$ cat src/core/fspc_regs.vh
`ifndef FSPC_REGS_VH
`define FSPC_REGS_VH

// register byte offsets
`define FSPC_OFS_ADDR_LOW 3'h0
`define FSPC_OFS_ADDR_HIGH 3'h1
`define FSPC_OFS_DATA_LOW 3'h2
`define FSPC_OFS_DATA_HIGH 3'h3
`define FSPC_OFS_CTRL 3'h4
`define FSPC_OFS_KEY 3'h5

// flash_ctrl_reg bit positions
`define FSPC_BIT_RD 0
`define FSPC_BIT_WR 1
`define FSPC_BIT_WRITE_ENABLE_BIT 2
`define FSPC_BIT_WRITE_ERROR_FLAG 3
`define FSPC_BIT_LOAD_LATCHES_ONLY_BIT 4
`define FSPC_BIT_FREE 5
`define FSPC_BIT_CONFIG_SPACE_SELECT 6

// reset values
`define FSPC_RST_BYTE 8'h00
`define FSPC_RST_ADDR 15'h0000
`define FSPC_RST_DATA 14'h0000
`define FSPC_BLANK_WORD 14'h3FFF

// unlock keys
`define FSPC_KEY_FIRST 8'h55
`define FSPC_KEY_SECOND 8'hAA

// write protect upper limits (exclusive word address)
`define FSPC_WRT_LIMIT_ALL 15'h7FFF
`define FSPC_WRT_LIMIT_HALF 15'h0400
`define FSPC_WRT_LIMIT_LOW 15'h0200

// timing
`define FSPC_CLK_MHZ 250
`define FSPC_OP_TIME_US 2000
`define FSPC_CLK_PER_ICYC 2'h3
`define FSPC_FORCED_NOPS 2'h2

`endif

$ cat src/core/fspc_latch_mem.v
`timescale 1ns/100ps
`include "fspc_regs.vh"

module fspc_latch_mem (
  input wire ref_clk,
  input wire rst,
  input wire clr,
  input wire we,
  input wire [3:0] waddr,
  input wire [13:0] wdata,
  input wire [3:0] raddr,
  output reg [13:0] rdata
);
  reg [13:0] mem [0:15];
  genvar i;

  // each latch returns to blank on reset or clear
  generate
    for (i = 0; i < 16; i = i + 1) begin : g_latch
      always @(posedge ref_clk) begin
        if (rst || clr) begin
          mem[i] <= `FSPC_BLANK_WORD;
        end else if (we && waddr == i[3:0]) begin
          mem[i] <= wdata;
        end
      end
    end
  endgenerate

  always @(posedge ref_clk) begin
    if (rst) begin
      rdata <= `FSPC_BLANK_WORD;
    end else begin
      rdata <= mem[raddr];
    end
  end
endmodule // fspc_latch_mem

$ cat src/core/fspc_op_timer.v
`timescale 1ns/100ps

module fspc_op_timer #(
  parameter [19:0] OP_CYCLES = 20'd500000
) (
  input wire ref_clk,
  input wire rst,
  input wire abort,
  input wire start,
  output reg done
);
  reg [19:0] count;
  reg running;

  always @(posedge ref_clk) begin
    if (rst || abort) begin
      count <= 20'h00000;
      running <= 1'b0;
      done <= 1'b0;
    end else begin
      done <= 1'b0;
      if (start) begin
        count <= OP_CYCLES - 20'h00001;
        running <= 1'b1;
      end else if (running) begin
        if (count == 20'h00000) begin
          running <= 1'b0;
          done <= 1'b1;
        end else begin
          count <= count - 20'h00001;
        end
      end
    end
  end
endmodule // fspc_op_timer

$ cat src/core/fspc_ctrl.v
// Functional notes
// - data pair holds a 14-bit word split over two bytes
// - address pair holds a 15-bit word address, high and low bytes
// - address pair reaches any of 32K program words
// - erase and program time comes from an internal timer
// - code protect at 0 blocks external programmer access, not self-write
// - write protect field blocks self-write and erase in its region
// - read and write start bits are set-only, cleared by hardware when done
// - writes need write enable; write enable clears at power-up
// - reset during a write sets the write error flag
// - unlock key register is write-only and reads as zero
// - erase works on 16-word rows; sixteen write latches
// - latches are not readable, loaded only via the data pair
// - blank words may be programmed without a prior erase
// - second instruction after read start is used for the flash access
// - data pair keeps the word until next read or software write
// - latch load, erase, program need an unbroken unlock sequence
// - setting write start forces the next two instructions to no-ops
// - row erase or program stalls the core about 2 ms
// - latch load does not stall after the forced no-ops
// - load-latches-only set fills one latch; clear programs the row
// - upper 11 address bits pick the row, low 4 the latch
// - latches return to 3FFF after every row program or erase
// - erase select with write enable erases the addressed row
`timescale 1ns/100ps
`include "fspc_regs.vh"

module fspc_ctrl #(
  parameter [19:0] OP_CYCLES = `FSPC_OP_TIME_US * `FSPC_CLK_MHZ
) (
  input wire ref_clk,
  input wire rst,
  input wire sys_reset,
  input wire [2:0] reg_addr,
  input wire [7:0] reg_wdata,
  input wire reg_wr,
  input wire reg_rd,
  output reg [7:0] reg_rdata,
  input wire code_protect_bit,
  input wire [1:0] write_protect_field,
  input wire [13:0] flash_rdata,
  output reg [14:0] flash_addr,
  output reg [13:0] flash_wdata,
  output reg flash_cfg_space,
  output reg flash_read,
  output reg flash_prog,
  output reg flash_erase,
  output reg ext_access_block,
  output reg cpu_force_nop,
  output reg cpu_stall
);
  localparam [2:0] ST_IDLE = 3'h0;
  localparam [2:0] ST_RD_WAIT = 3'h1;
  localparam [2:0] ST_RD_LOAD = 3'h2;
  localparam [2:0] ST_NOPS = 3'h3;
  localparam [2:0] ST_PROG = 3'h4;
  localparam [2:0] ST_OP_WAIT = 3'h5;

  localparam [1:0] UL_IDLE = 2'h0;
  localparam [1:0] UL_KEY1 = 2'h1;
  localparam [1:0] UL_KEY2 = 2'h2;

  reg [14:0] flash_addr_reg;
  reg [13:0] flash_data_reg;
  reg rd_bit;
  reg wr_bit;
  reg write_enable_bit;
  reg write_error_flag;
  reg load_latches_only_bit;
  reg erase_select_bit;
  reg config_space_select;
  reg [2:0] state;
  reg [1:0] ul_state;
  reg [1:0] icyc_div;
  reg [1:0] nop_left;
  reg rd_slot;
  reg op_pending;
  reg op_is_erase;
  reg [3:0] prog_idx;
  reg prog_issue;
  reg [3:0] prog_idx_d;
  reg prog_last;
  reg timer_start;
  reg latch_clr;
  reg latch_we;
  wire [13:0] latch_rdata;
  wire timer_done;
  wire icyc_en;
  wire ctrl_wr;
  wire wr_set;
  wire rd_set;
  wire unlocked;
  wire wp_hit;
  reg [14:0] wp_limit;

  // one instruction cycle every four core clocks
  assign icyc_en = (icyc_div == `FSPC_CLK_PER_ICYC);
  assign ctrl_wr = reg_wr && reg_addr == `FSPC_OFS_CTRL;
  assign wr_set = ctrl_wr && reg_wdata[`FSPC_BIT_WR] && !wr_bit && state == ST_IDLE;
  assign rd_set = ctrl_wr && reg_wdata[`FSPC_BIT_RD] && !rd_bit && !wr_set &&
                  state == ST_IDLE;
  assign unlocked = ul_state == UL_KEY2;

  always @* begin
    if (write_protect_field == 2'h0) begin
      wp_limit = `FSPC_WRT_LIMIT_ALL;
    end else if (write_protect_field == 2'h1) begin
      wp_limit = `FSPC_WRT_LIMIT_HALF;
    end else if (write_protect_field == 2'h2) begin
      wp_limit = `FSPC_WRT_LIMIT_LOW;
    end else begin
      wp_limit = 15'h0000;
    end
  end

  // row start decides protection since one operation never leaves its row
  assign wp_hit = {flash_addr_reg[14:4], 4'h0} < wp_limit;

  fspc_latch_mem u_latches (
    .ref_clk(ref_clk),
    .rst(rst),
    .clr(latch_clr),
    .we(latch_we),
    .waddr(flash_addr_reg[3:0]),
    .wdata(flash_data_reg),
    .raddr(prog_idx),
    .rdata(latch_rdata)
  );

  fspc_op_timer #(
    .OP_CYCLES(OP_CYCLES)
  ) u_timer (
    .ref_clk(ref_clk),
    .rst(rst),
    .abort(sys_reset),
    .start(timer_start),
    .done(timer_done)
  );

  always @(posedge ref_clk) begin
    if (rst) begin
      icyc_div <= 2'h0;
    end else begin
      icyc_div <= icyc_div + 2'h1;
    end
  end

  // unlock detector: any access that is not the next step drops it
  always @(posedge ref_clk) begin
    if (rst || sys_reset) begin
      ul_state <= UL_IDLE;
    end else if (reg_wr || reg_rd) begin
      if (reg_wr && reg_addr == `FSPC_OFS_KEY && reg_wdata == `FSPC_KEY_FIRST) begin
        ul_state <= UL_KEY1;
      end else if (ul_state == UL_KEY1 && reg_wr && reg_addr == `FSPC_OFS_KEY &&
                   reg_wdata == `FSPC_KEY_SECOND) begin
        ul_state <= UL_KEY2;
      end else begin
        ul_state <= UL_IDLE;
      end
    end
  end

  // error flag survives the system reset; power-up clears it, a control register write loads it from bit 3
  always @(posedge ref_clk) begin
    if (rst) begin
      write_error_flag <= 1'b0;
    end else if (sys_reset && wr_bit) begin
      write_error_flag <= 1'b1;
    end else if (ctrl_wr) begin
      write_error_flag <= reg_wdata[`FSPC_BIT_WRITE_ERROR_FLAG];
    end
  end

  always @(posedge ref_clk) begin
    if (rst) begin
      ext_access_block <= 1'b0;
    end else begin
      ext_access_block <= !code_protect_bit;
    end
  end

  always @(posedge ref_clk) begin
    if (rst || sys_reset) begin
      flash_addr_reg <= `FSPC_RST_ADDR;
      flash_data_reg <= `FSPC_RST_DATA;
      rd_bit <= 1'b0;
      wr_bit <= 1'b0;
      write_enable_bit <= 1'b0;
      load_latches_only_bit <= 1'b0;
      erase_select_bit <= 1'b0;
      config_space_select <= 1'b0;
      state <= ST_IDLE;
      nop_left <= 2'h0;
      rd_slot <= 1'b0;
      op_pending <= 1'b0;
      op_is_erase <= 1'b0;
      prog_idx <= 4'h0;
      prog_issue <= 1'b0;
      prog_idx_d <= 4'h0;
      prog_last <= 1'b0;
      timer_start <= 1'b0;
      latch_clr <= 1'b0;
      latch_we <= 1'b0;
      flash_addr <= `FSPC_RST_ADDR;
      flash_wdata <= `FSPC_BLANK_WORD;
      flash_cfg_space <= 1'b0;
      flash_read <= 1'b0;
      flash_prog <= 1'b0;
      flash_erase <= 1'b0;
      cpu_force_nop <= 1'b0;
      cpu_stall <= 1'b0;
    end else begin
      flash_read <= 1'b0;
      flash_prog <= 1'b0;
      flash_erase <= 1'b0;
      timer_start <= 1'b0;
      latch_clr <= 1'b0;
      latch_we <= 1'b0;
      if (reg_wr) begin
        if (reg_addr == `FSPC_OFS_ADDR_LOW) begin
          flash_addr_reg[7:0] <= reg_wdata;
        end else if (reg_addr == `FSPC_OFS_ADDR_HIGH) begin
          flash_addr_reg[14:8] <= reg_wdata[6:0];
        end else if (reg_addr == `FSPC_OFS_DATA_LOW) begin
          flash_data_reg[7:0] <= reg_wdata;
        end else if (reg_addr == `FSPC_OFS_DATA_HIGH) begin
          flash_data_reg[13:8] <= reg_wdata[5:0];
        end else if (reg_addr == `FSPC_OFS_CTRL) begin
          write_enable_bit <= reg_wdata[`FSPC_BIT_WRITE_ENABLE_BIT];
          load_latches_only_bit <= reg_wdata[`FSPC_BIT_LOAD_LATCHES_ONLY_BIT];
          erase_select_bit <= reg_wdata[`FSPC_BIT_FREE];
          config_space_select <= reg_wdata[`FSPC_BIT_CONFIG_SPACE_SELECT];
        end
      end
      if (icyc_en && nop_left != 2'h0) begin
        nop_left <= nop_left - 2'h1;
      end
      cpu_force_nop <= (nop_left != 2'h0) || rd_slot;
      case (state)
        ST_IDLE: begin
          if (rd_set) begin
            rd_bit <= 1'b1;
            state <= ST_RD_WAIT;
          end else if (wr_set) begin
            wr_bit <= 1'b1;
            nop_left <= `FSPC_FORCED_NOPS;
            cpu_force_nop <= 1'b1;
            state <= ST_NOPS;
            op_pending <= 1'b0;
            // locked, disabled or protected starts are dropped silently
            if (unlocked && write_enable_bit && !config_space_select) begin
              if (erase_select_bit) begin
                op_pending <= !wp_hit;
                op_is_erase <= 1'b1;
              end else if (load_latches_only_bit) begin
                latch_we <= 1'b1;
              end else begin
                op_pending <= !wp_hit;
                op_is_erase <= 1'b0;
              end
            end
          end
        end
        ST_RD_WAIT: begin
          // first instruction after the start runs, the second is the access slot
          if (icyc_en) begin
            if (rd_slot) begin
              rd_slot <= 1'b0;
              flash_read <= 1'b1;
              flash_addr <= flash_addr_reg;
              flash_cfg_space <= config_space_select;
              state <= ST_RD_LOAD;
            end else begin
              rd_slot <= 1'b1;
            end
          end
        end
        ST_RD_LOAD: begin
          if (!flash_read) begin
            flash_data_reg <= flash_rdata;
            rd_bit <= 1'b0;
            state <= ST_IDLE;
          end
        end
        ST_NOPS: begin
          if (nop_left == 2'h0) begin
            if (op_pending && op_is_erase) begin
              flash_erase <= 1'b1;
              flash_addr <= {flash_addr_reg[14:4], 4'h0};
              flash_cfg_space <= 1'b0;
              timer_start <= 1'b1;
              cpu_stall <= 1'b1;
              state <= ST_OP_WAIT;
            end else if (op_pending) begin
              prog_idx <= 4'h0;
              prog_issue <= 1'b0;
              prog_last <= 1'b0;
              cpu_stall <= 1'b1;
              state <= ST_PROG;
            end else begin
              wr_bit <= 1'b0;
              state <= ST_IDLE;
            end
          end
        end
        ST_PROG: begin
          // latch read is registered, so the issue lags the index by one
          prog_issue <= !prog_last;
          prog_idx_d <= prog_idx;
          if (prog_idx == 4'hF) begin
            prog_last <= 1'b1;
          end else begin
            prog_idx <= prog_idx + 4'h1;
          end
          if (prog_issue && latch_rdata != `FSPC_BLANK_WORD) begin
            flash_prog <= 1'b1;
            flash_addr <= {flash_addr_reg[14:4], prog_idx_d};
            flash_wdata <= latch_rdata;
            flash_cfg_space <= 1'b0;
          end
          if (prog_issue && prog_idx_d == 4'hF) begin
            timer_start <= 1'b1;
            prog_issue <= 1'b0;
            state <= ST_OP_WAIT;
          end
        end
        ST_OP_WAIT: begin
          if (timer_done) begin
            latch_clr <= 1'b1;
            wr_bit <= 1'b0;
            cpu_stall <= 1'b0;
            op_pending <= 1'b0;
            prog_idx <= 4'h0;
            state <= ST_IDLE;
          end
        end
        default: begin
          state <= ST_IDLE;
        end
      endcase
    end
  end

  // read data one cycle after the strobe; unmapped and key read zero
  always @(posedge ref_clk) begin
    if (rst) begin
      reg_rdata <= `FSPC_RST_BYTE;
    end else if (reg_rd) begin
      if (reg_addr == `FSPC_OFS_ADDR_LOW) begin
        reg_rdata <= flash_addr_reg[7:0];
      end else if (reg_addr == `FSPC_OFS_ADDR_HIGH) begin
        reg_rdata <= {1'b0, flash_addr_reg[14:8]};
      end else if (reg_addr == `FSPC_OFS_DATA_LOW) begin
        reg_rdata <= flash_data_reg[7:0];
      end else if (reg_addr == `FSPC_OFS_DATA_HIGH) begin
        reg_rdata <= {2'h0, flash_data_reg[13:8]};
      end else if (reg_addr == `FSPC_OFS_CTRL) begin
        reg_rdata <= {1'b0, config_space_select, erase_select_bit,
                      load_latches_only_bit, write_error_flag,
                      write_enable_bit, wr_bit, rd_bit};
      end else begin
        reg_rdata <= `FSPC_RST_BYTE;
      end
    end else begin
      reg_rdata <= `FSPC_RST_BYTE;
    end
  end
endmodule // fspc_ctrl

$ cat config.mk
export PLATFORM = sky130hd
export DESIGN_NAME = fspc_ctrl
export DESIGN_NICKNAME = d
export VERILOG_FILES = /design/src/core/fspc_latch_mem.v /design/src/core/fspc_op_timer.v /design/src/core/fspc_ctrl.v
export VERILOG_INCLUDE_DIRS = /design/src /design/src/core
export SDC_FILE = /design/constraint.sdc
export NUM_CORES = 1
export LEC_CHECK = 0
export CAP_MARGIN = 20
export CORE_ASPECT_RATIO = 0.9
export CORE_MARGIN = 2
export CORE_UTILIZATION = 55
export CTS_CLUSTER_DIAMETER = 120
export DETAILED_ROUTE_END_ITERATION = 8
export DONT_BUFFER_PORTS = 1
export PLACE_DENSITY = 0.7
export SLEW_MARGIN = 40
export SYNTH_ARGS = -nofsm -noshare
export SYNTH_HDL_FRONTEND = slang
export SYNTH_SLANG_ARGS = --single-unit
$ cat constraint.sdc
create_clock -name ref_clk -period 3 [get_ports ref_clk]
set_input_delay 0.3 -clock ref_clk [delete_from_list [all_inputs] [get_ports ref_clk]]
set_output_delay 0.3 -clock ref_clk [all_outputs]
set_load 0.01 [all_outputs]
After elaboration in Yosys (flattened, before gate mapping)
Memories as Yosys holds them, arrays and structs flattened. A register that Yosys moved wholly into a read port is not among the register bits.
Cells that the tools add are included.
Word-level totals
  output and inout port bits: 44
  register bits: 127
  memories: 1
  bits of input ports: 33
  word-level logic and storage cells: 386
  memory bits (writable): 224
Cells by class
  reduce and logical (&&, ||, !) cells: 88
  bitwise operators: 32
  eq/ne operators: 55
  add/sub/neg operators: 4
  multiplexer cells: 167
  $lt $le $gt $ge: 1
Memories
  u_latches.mem: depth 16, bits a word 14, read ports 1, clocked after memory_dff 1, write ports 16, RTL line fspc_latch_mem.v:14  | reg [13:0] mem [0:15];
Operators by type and width (number)
  two-way mux 14 bit: 21
  two-way mux 1 bit: 95
  two-way mux 15 bit: 6
  two-way mux 19 bit: 3
  case mux 15 bit (3 select lines): 1
  equality test 4 bit, second input constant: 10
  logical AND 1 bit: 36
  two-way mux 8 bit: 4
  != test 2 bit, second input constant: 16
  two-way mux 3 bit: 10
  logical NOT 20 bit: 1
  two-way mux 4 bit: 5
  subtractor 20 x 1 -> 20 bit, second input constant: 1
  case mux 3 bit (6 select lines): 1
  AND reduction 6 bit: 3
  equality test 4 x 3 -> 1 bit, second input constant: 4
  NOT 1 bit: 16
  OR 1 bit: 16
  less-than comparator 15 bit: 1
  two-way mux 7 bit: 2
  != test 14 bit, second input constant: 1
  AND reduction 7 bit: 2
  nonzero test 2 bit: 7
  equality test 3 x 2 -> 1 bit, second input constant: 4
  other kinds (33): 81

Depth between registers and ports, before layout
  depth after elaboration: 12
  gate-level depth with buffers: 9
  mapped depth without buffers: 7

Modules after synthesis
A second synthesis with hierarchy kept.
Second synthesis, totals
  cells, all modules: 1485
  area total of the unflattened synthesis: 17204.0 um^2
Modules (own cells, without submodules)
  fspc_latch_mem: seq. area each 7006.7 um^2, area an instance 10978.0 um^2, times used 1, cells each 746
  fspc_ctrl: seq. area each 2102.0 um^2, area an instance 4919.7 um^2, times used 1, cells each 587
  fspc_op_timer: seq. area each 440.4 um^2, area an instance 1306.3 um^2, times used 1, cells each 152

Worst setup path before layout
No wires, ideal clock.
  path kind: flip-flop to flip-flop
  start point: register flash_addr_reg[0]
  end point: memory u_latches.mem[12][0] (enable)
  cell stages (with the launch flop): 5
  buffers on the path: 2
  period minus slack after synthesis: 2.453 ns
  required time: 2.596 ns
  data arrival time: 2.049 ns
  slack: 0.547 ns
  library setup time: 0.404 ns
  cell sequence: dfxtp_1 -> or2_2 -> clkbuf_1 -> clkbuf_1 -> o21ai_0
RTL lines
  start, declared: RTL line fspc_ctrl.v:63  | reg [14:0] flash_addr_reg;
  start signal, assigned: RTL line fspc_ctrl.v:185  | flash_addr_reg <= `FSPC_RST_ADDR;
  start signal, assigned: RTL line fspc_ctrl.v:222  | flash_addr_reg[7:0] <= reg_wdata;
  end, declared: RTL line fspc_latch_mem.v:14

==> impl_metrics.env <==
export IMPL_powerDensity_nw_per_um2=560.3
export IMPL_rsz0062_at_grt="false"
export IMPL_fmax_mhz=425.7
export IMPL_dieWidth_um=185.8
export IMPL_hpwl_mm=24.97
export IMPL_stdcell_area_um2=18280
export IMPL_reg2reg_from="prog_idx[0]"
export IMPL_drc=0
export IMPL_syn_cell_area_um2=16360
export IMPL_crit_required_ns=3.40
export IMPL_async_reset_ff_share_pct=0
export IMPL_path_max_fanout=41
export IMPL_maxCapViolations=0
export IMPL_drv_slew=0
export IMPL_cts_buffers=38
export IMPL_syn_to_final_growth_pct=11.74
export IMPL_synth_seq_cells=365
export IMPL_setup_viol=0
export IMPL_drive_above_1_share_pct=18.39
export IMPL_clockBufferDepth=3
export IMPL_worst_slew_pin_slew_ns=0.8640
export IMPL_largest_reg_flops=224
export IMPL_slew_headroom_pct=42.21
export IMPL_status="complete, no violations"
export IMPL_num_nets_final=1379
export IMPL_wl_per_cell_um=22.47
export IMPL_clock_sinks=365
export IMPL_clock_latency_ns=0.53
export IMPL_r2r_slack_ns=0.65
export IMPL_num_vias=11010
export IMPL_globalRoute_totalOverflow=0
export IMPL_final_min_clock_period_ns=2.349
export IMPL_period_share_pct=78.30
export IMPL_worstHoldPathType="input pin to flop"
export IMPL_utilization_pct=62.85
export IMPL_synth_warnings=0
export IMPL_syn_inst=1345
export IMPL_grt_pass1_vias=10790
export IMPL_hold_slack_ns=0.01700
export IMPL_die_area_um2=31140
export IMPL_grt_pass1_wl_mm=62.96
export IMPL_antenna_found_initial=0
export IMPL_place_congestion=0.8343
export IMPL_drtPass1Iterations=7
export IMPL_vias_per_cell=6.248
export IMPL_worst_setup_path_start_kind="flop"
export IMPL_post_cts_resized=0
export IMPL_pin_count=77
export IMPL_reg2reg_depth=4
export IMPL_cts_root_buf="clkbuf_16"
export IMPL_end_kind="flop"
export IMPL_hold_depth=2
export IMPL_synth_distinct_cells=59
export IMPL_fin_worst_skew_ns=0.01887
export IMPL_ant_nets=0
export IMPL_synth_fp_nets=1389
export IMPL_ir_worst_vdd_mv=0.4657
export IMPL_start_util_pct=56.24
export IMPL_r2r_end="u_latches.rdata[2]"
export IMPL_cts_tree="done"
export IMPL_cts_htree_levels=2
export IMPL_grt_max_degree=57
export IMPL_synth_edf_count=224
export IMPL_fp_coreArea_um2=29090
export IMPL_path_class="flop to flop"
export IMPL_path_clk_slew_ns=0.06
export IMPL_avgSynthCellArea_um2=12.16
export IMPL_tns_ns=0
export IMPL_drtIter0Drc=1129
export IMPL_ys_flop_type="edfxtp_1"
export IMPL_finalHoldViolations=0
export IMPL_rows=59
export IMPL_power_leakage_uw=0.004987
export IMPL_worst_ep_arrival_time_ns=2.75
export IMPL_hp_start="reg_wdata[2]"
export IMPL_die_h_um=167.6
export IMPL_io_buffers=0
export IMPL_grtUsageTotal_pct=26.30
export IMPL_wirelength_mm=39.59
export IMPL_post_dp_cell_area_um2=16730
export IMPL_holdPathEnd="flash_data_reg[2]"
export IMPL_ys_seq_area_share_pct=58.38
export IMPL_cts_setup_buffers=0
==> synthesized netlist by cell type (12+ instances only) <==
cell / count / area [µm²]
edfxtp_1: 224 / 6726
or3_1: 179 / 1120
dfxtp_1: 141 / 2823
clkbuf_1: 103 / 386.6
nor2_1: 92 / 345.3
nand2_1: 78 / 292.8
or2_2: 76 / 475.5
mux4_2: 70 / 1577
a21oi_1: 50 / 250.2
o21ai_0: 45 / 225.2
mux2i_1: 36 / 360.4
nor3_1: 24 / 120.1
a211oi_1: 19 / 142.6
a22oi_1: 14 / 105.1
nor4_1: 13 / 81.33
buf_2: 12 / 60.06
inv_1: 12 / 45.04
nand2b_1: 12 / 75.07
==> worst max-delay path: stages (launching register included) <==
cell     delay, ns
dfxtp_4       0.51
buf_12        0.36
mux4_2        0.60
mux4_2        0.46
or2_2         0.27
==> repair_timing <==
action / in CTS / in global routing
endpoints found under the hold margin: 53 / 0
hold buffers: 30 / 0
setup endpoints to repair: 0 / 0
==> worst max-delay path by stage <==
stage                      startpoint                    to  slack (ns)  cells after the start
floorplan           flash_addr_reg[0]  u_latches.mem[12][0]        0.55                      4
global placement          prog_idx[0]    u_latches.rdata[9]        0.65                      4
detailed placement        prog_idx[0]    u_latches.rdata[9]        0.63                      4
CTS                       prog_idx[0]    u_latches.rdata[9]        0.62                      4
global route         u_timer.count[0]     u_timer.count[13]        0.47                      7
finish                    prog_idx[0]    u_latches.rdata[2]        0.65                      4
==> placed cells by master (no fill, tap or decap), types with 4 or more instances in the layout <==
cell	count
a211oi_1	19
a21oi_1	50
a22oi_1	14
a31oi_1	6
and3_1	6
buf_4	36
clkbuf_1	13
clkbuf_16	41
clkbuf_8	4
clkinv_2	7
dfxtp_1	139
dlygate4sd3_1	30
edfxtp_1	224
ha_1	11
inv_1	12
mux2i_1	36
mux4_2	70
nand2_1	77
nand2b_1	12
nand3_1	11
nand4_1	7
nand4b_1	4
nor2_1	91
nor2b_1	11
nor3_1	24
nor3b_1	6
nor4_1	13
o211ai_1	5
o21ai_0	29
o21ai_1	16
o22ai_1	8
or2_2	76
or3_1	179
or4_1	6
xnor2_1	7
xor2_1	9
==> metrics by stage <==
step	total power [µW]	cells	setup slack [ns]
3_5_place_dp	5706	1660	0.6275
4_1_cts	10290	1760	0.6196
6_report	10240	1762	0.6511
5_1_grt	10530	1761	0.4730
3_3_place_gp	5700	1660	0.6504
2_1_floorplan	5631	1345	0.5470
==> logic make-up after synthesis <==
| group | count (synthesis) | synth area share, % |
|---|---|---|
| buffers and inverters | 132 | 3.144 |
| DFF | 365 | 58.38 |
| and+or+nand+nor | 543 | 18.40 |
| muxes | 106 | 11.84 |
| AOI/OAI and AO/OA | 172 | 6.548 |
| adders and majority gates | 11 | 0.8414 |
| xor gates and xnor gates | 16 | 0.8567 |
==> cell type report <==
cell class / instances / area [µm²]
Clock inverter: 10 / 72.57
Timing Repair Buffer: 70 / 658.1
Inverter: 12 / 45.04
Fill cell: 2221 / 10810
Clock buffer: 60 / 1145
Multi-Input combinational cell: 848 / 6306
Antenna cell: 1 / 2.502
Sequential cell: 365 / 9554
Tap cell: 396 / 495.5
==> per-layer routing <==
metal / part of all wire, % / GRT usage, % / up-vias
met2: 45 / 38.58 / 459
met4: 2.6 / 8.490 / 0
met3: 8.7 / 6.024 / 91
li1: - / - / 5042
met5: 0 / 0 / -
met1: 44 / 38.99 / 5417
==> power breakdown <==
part | switching [µW] | leakage, µW | internal (µW)
Combinational | 183 | 0.00166 | 97.8
Sequential | 39.2 | 0.00272 | 5330
Clock | 1880 | 0.000603 | 2710
(Power assumes the default switching activity.)
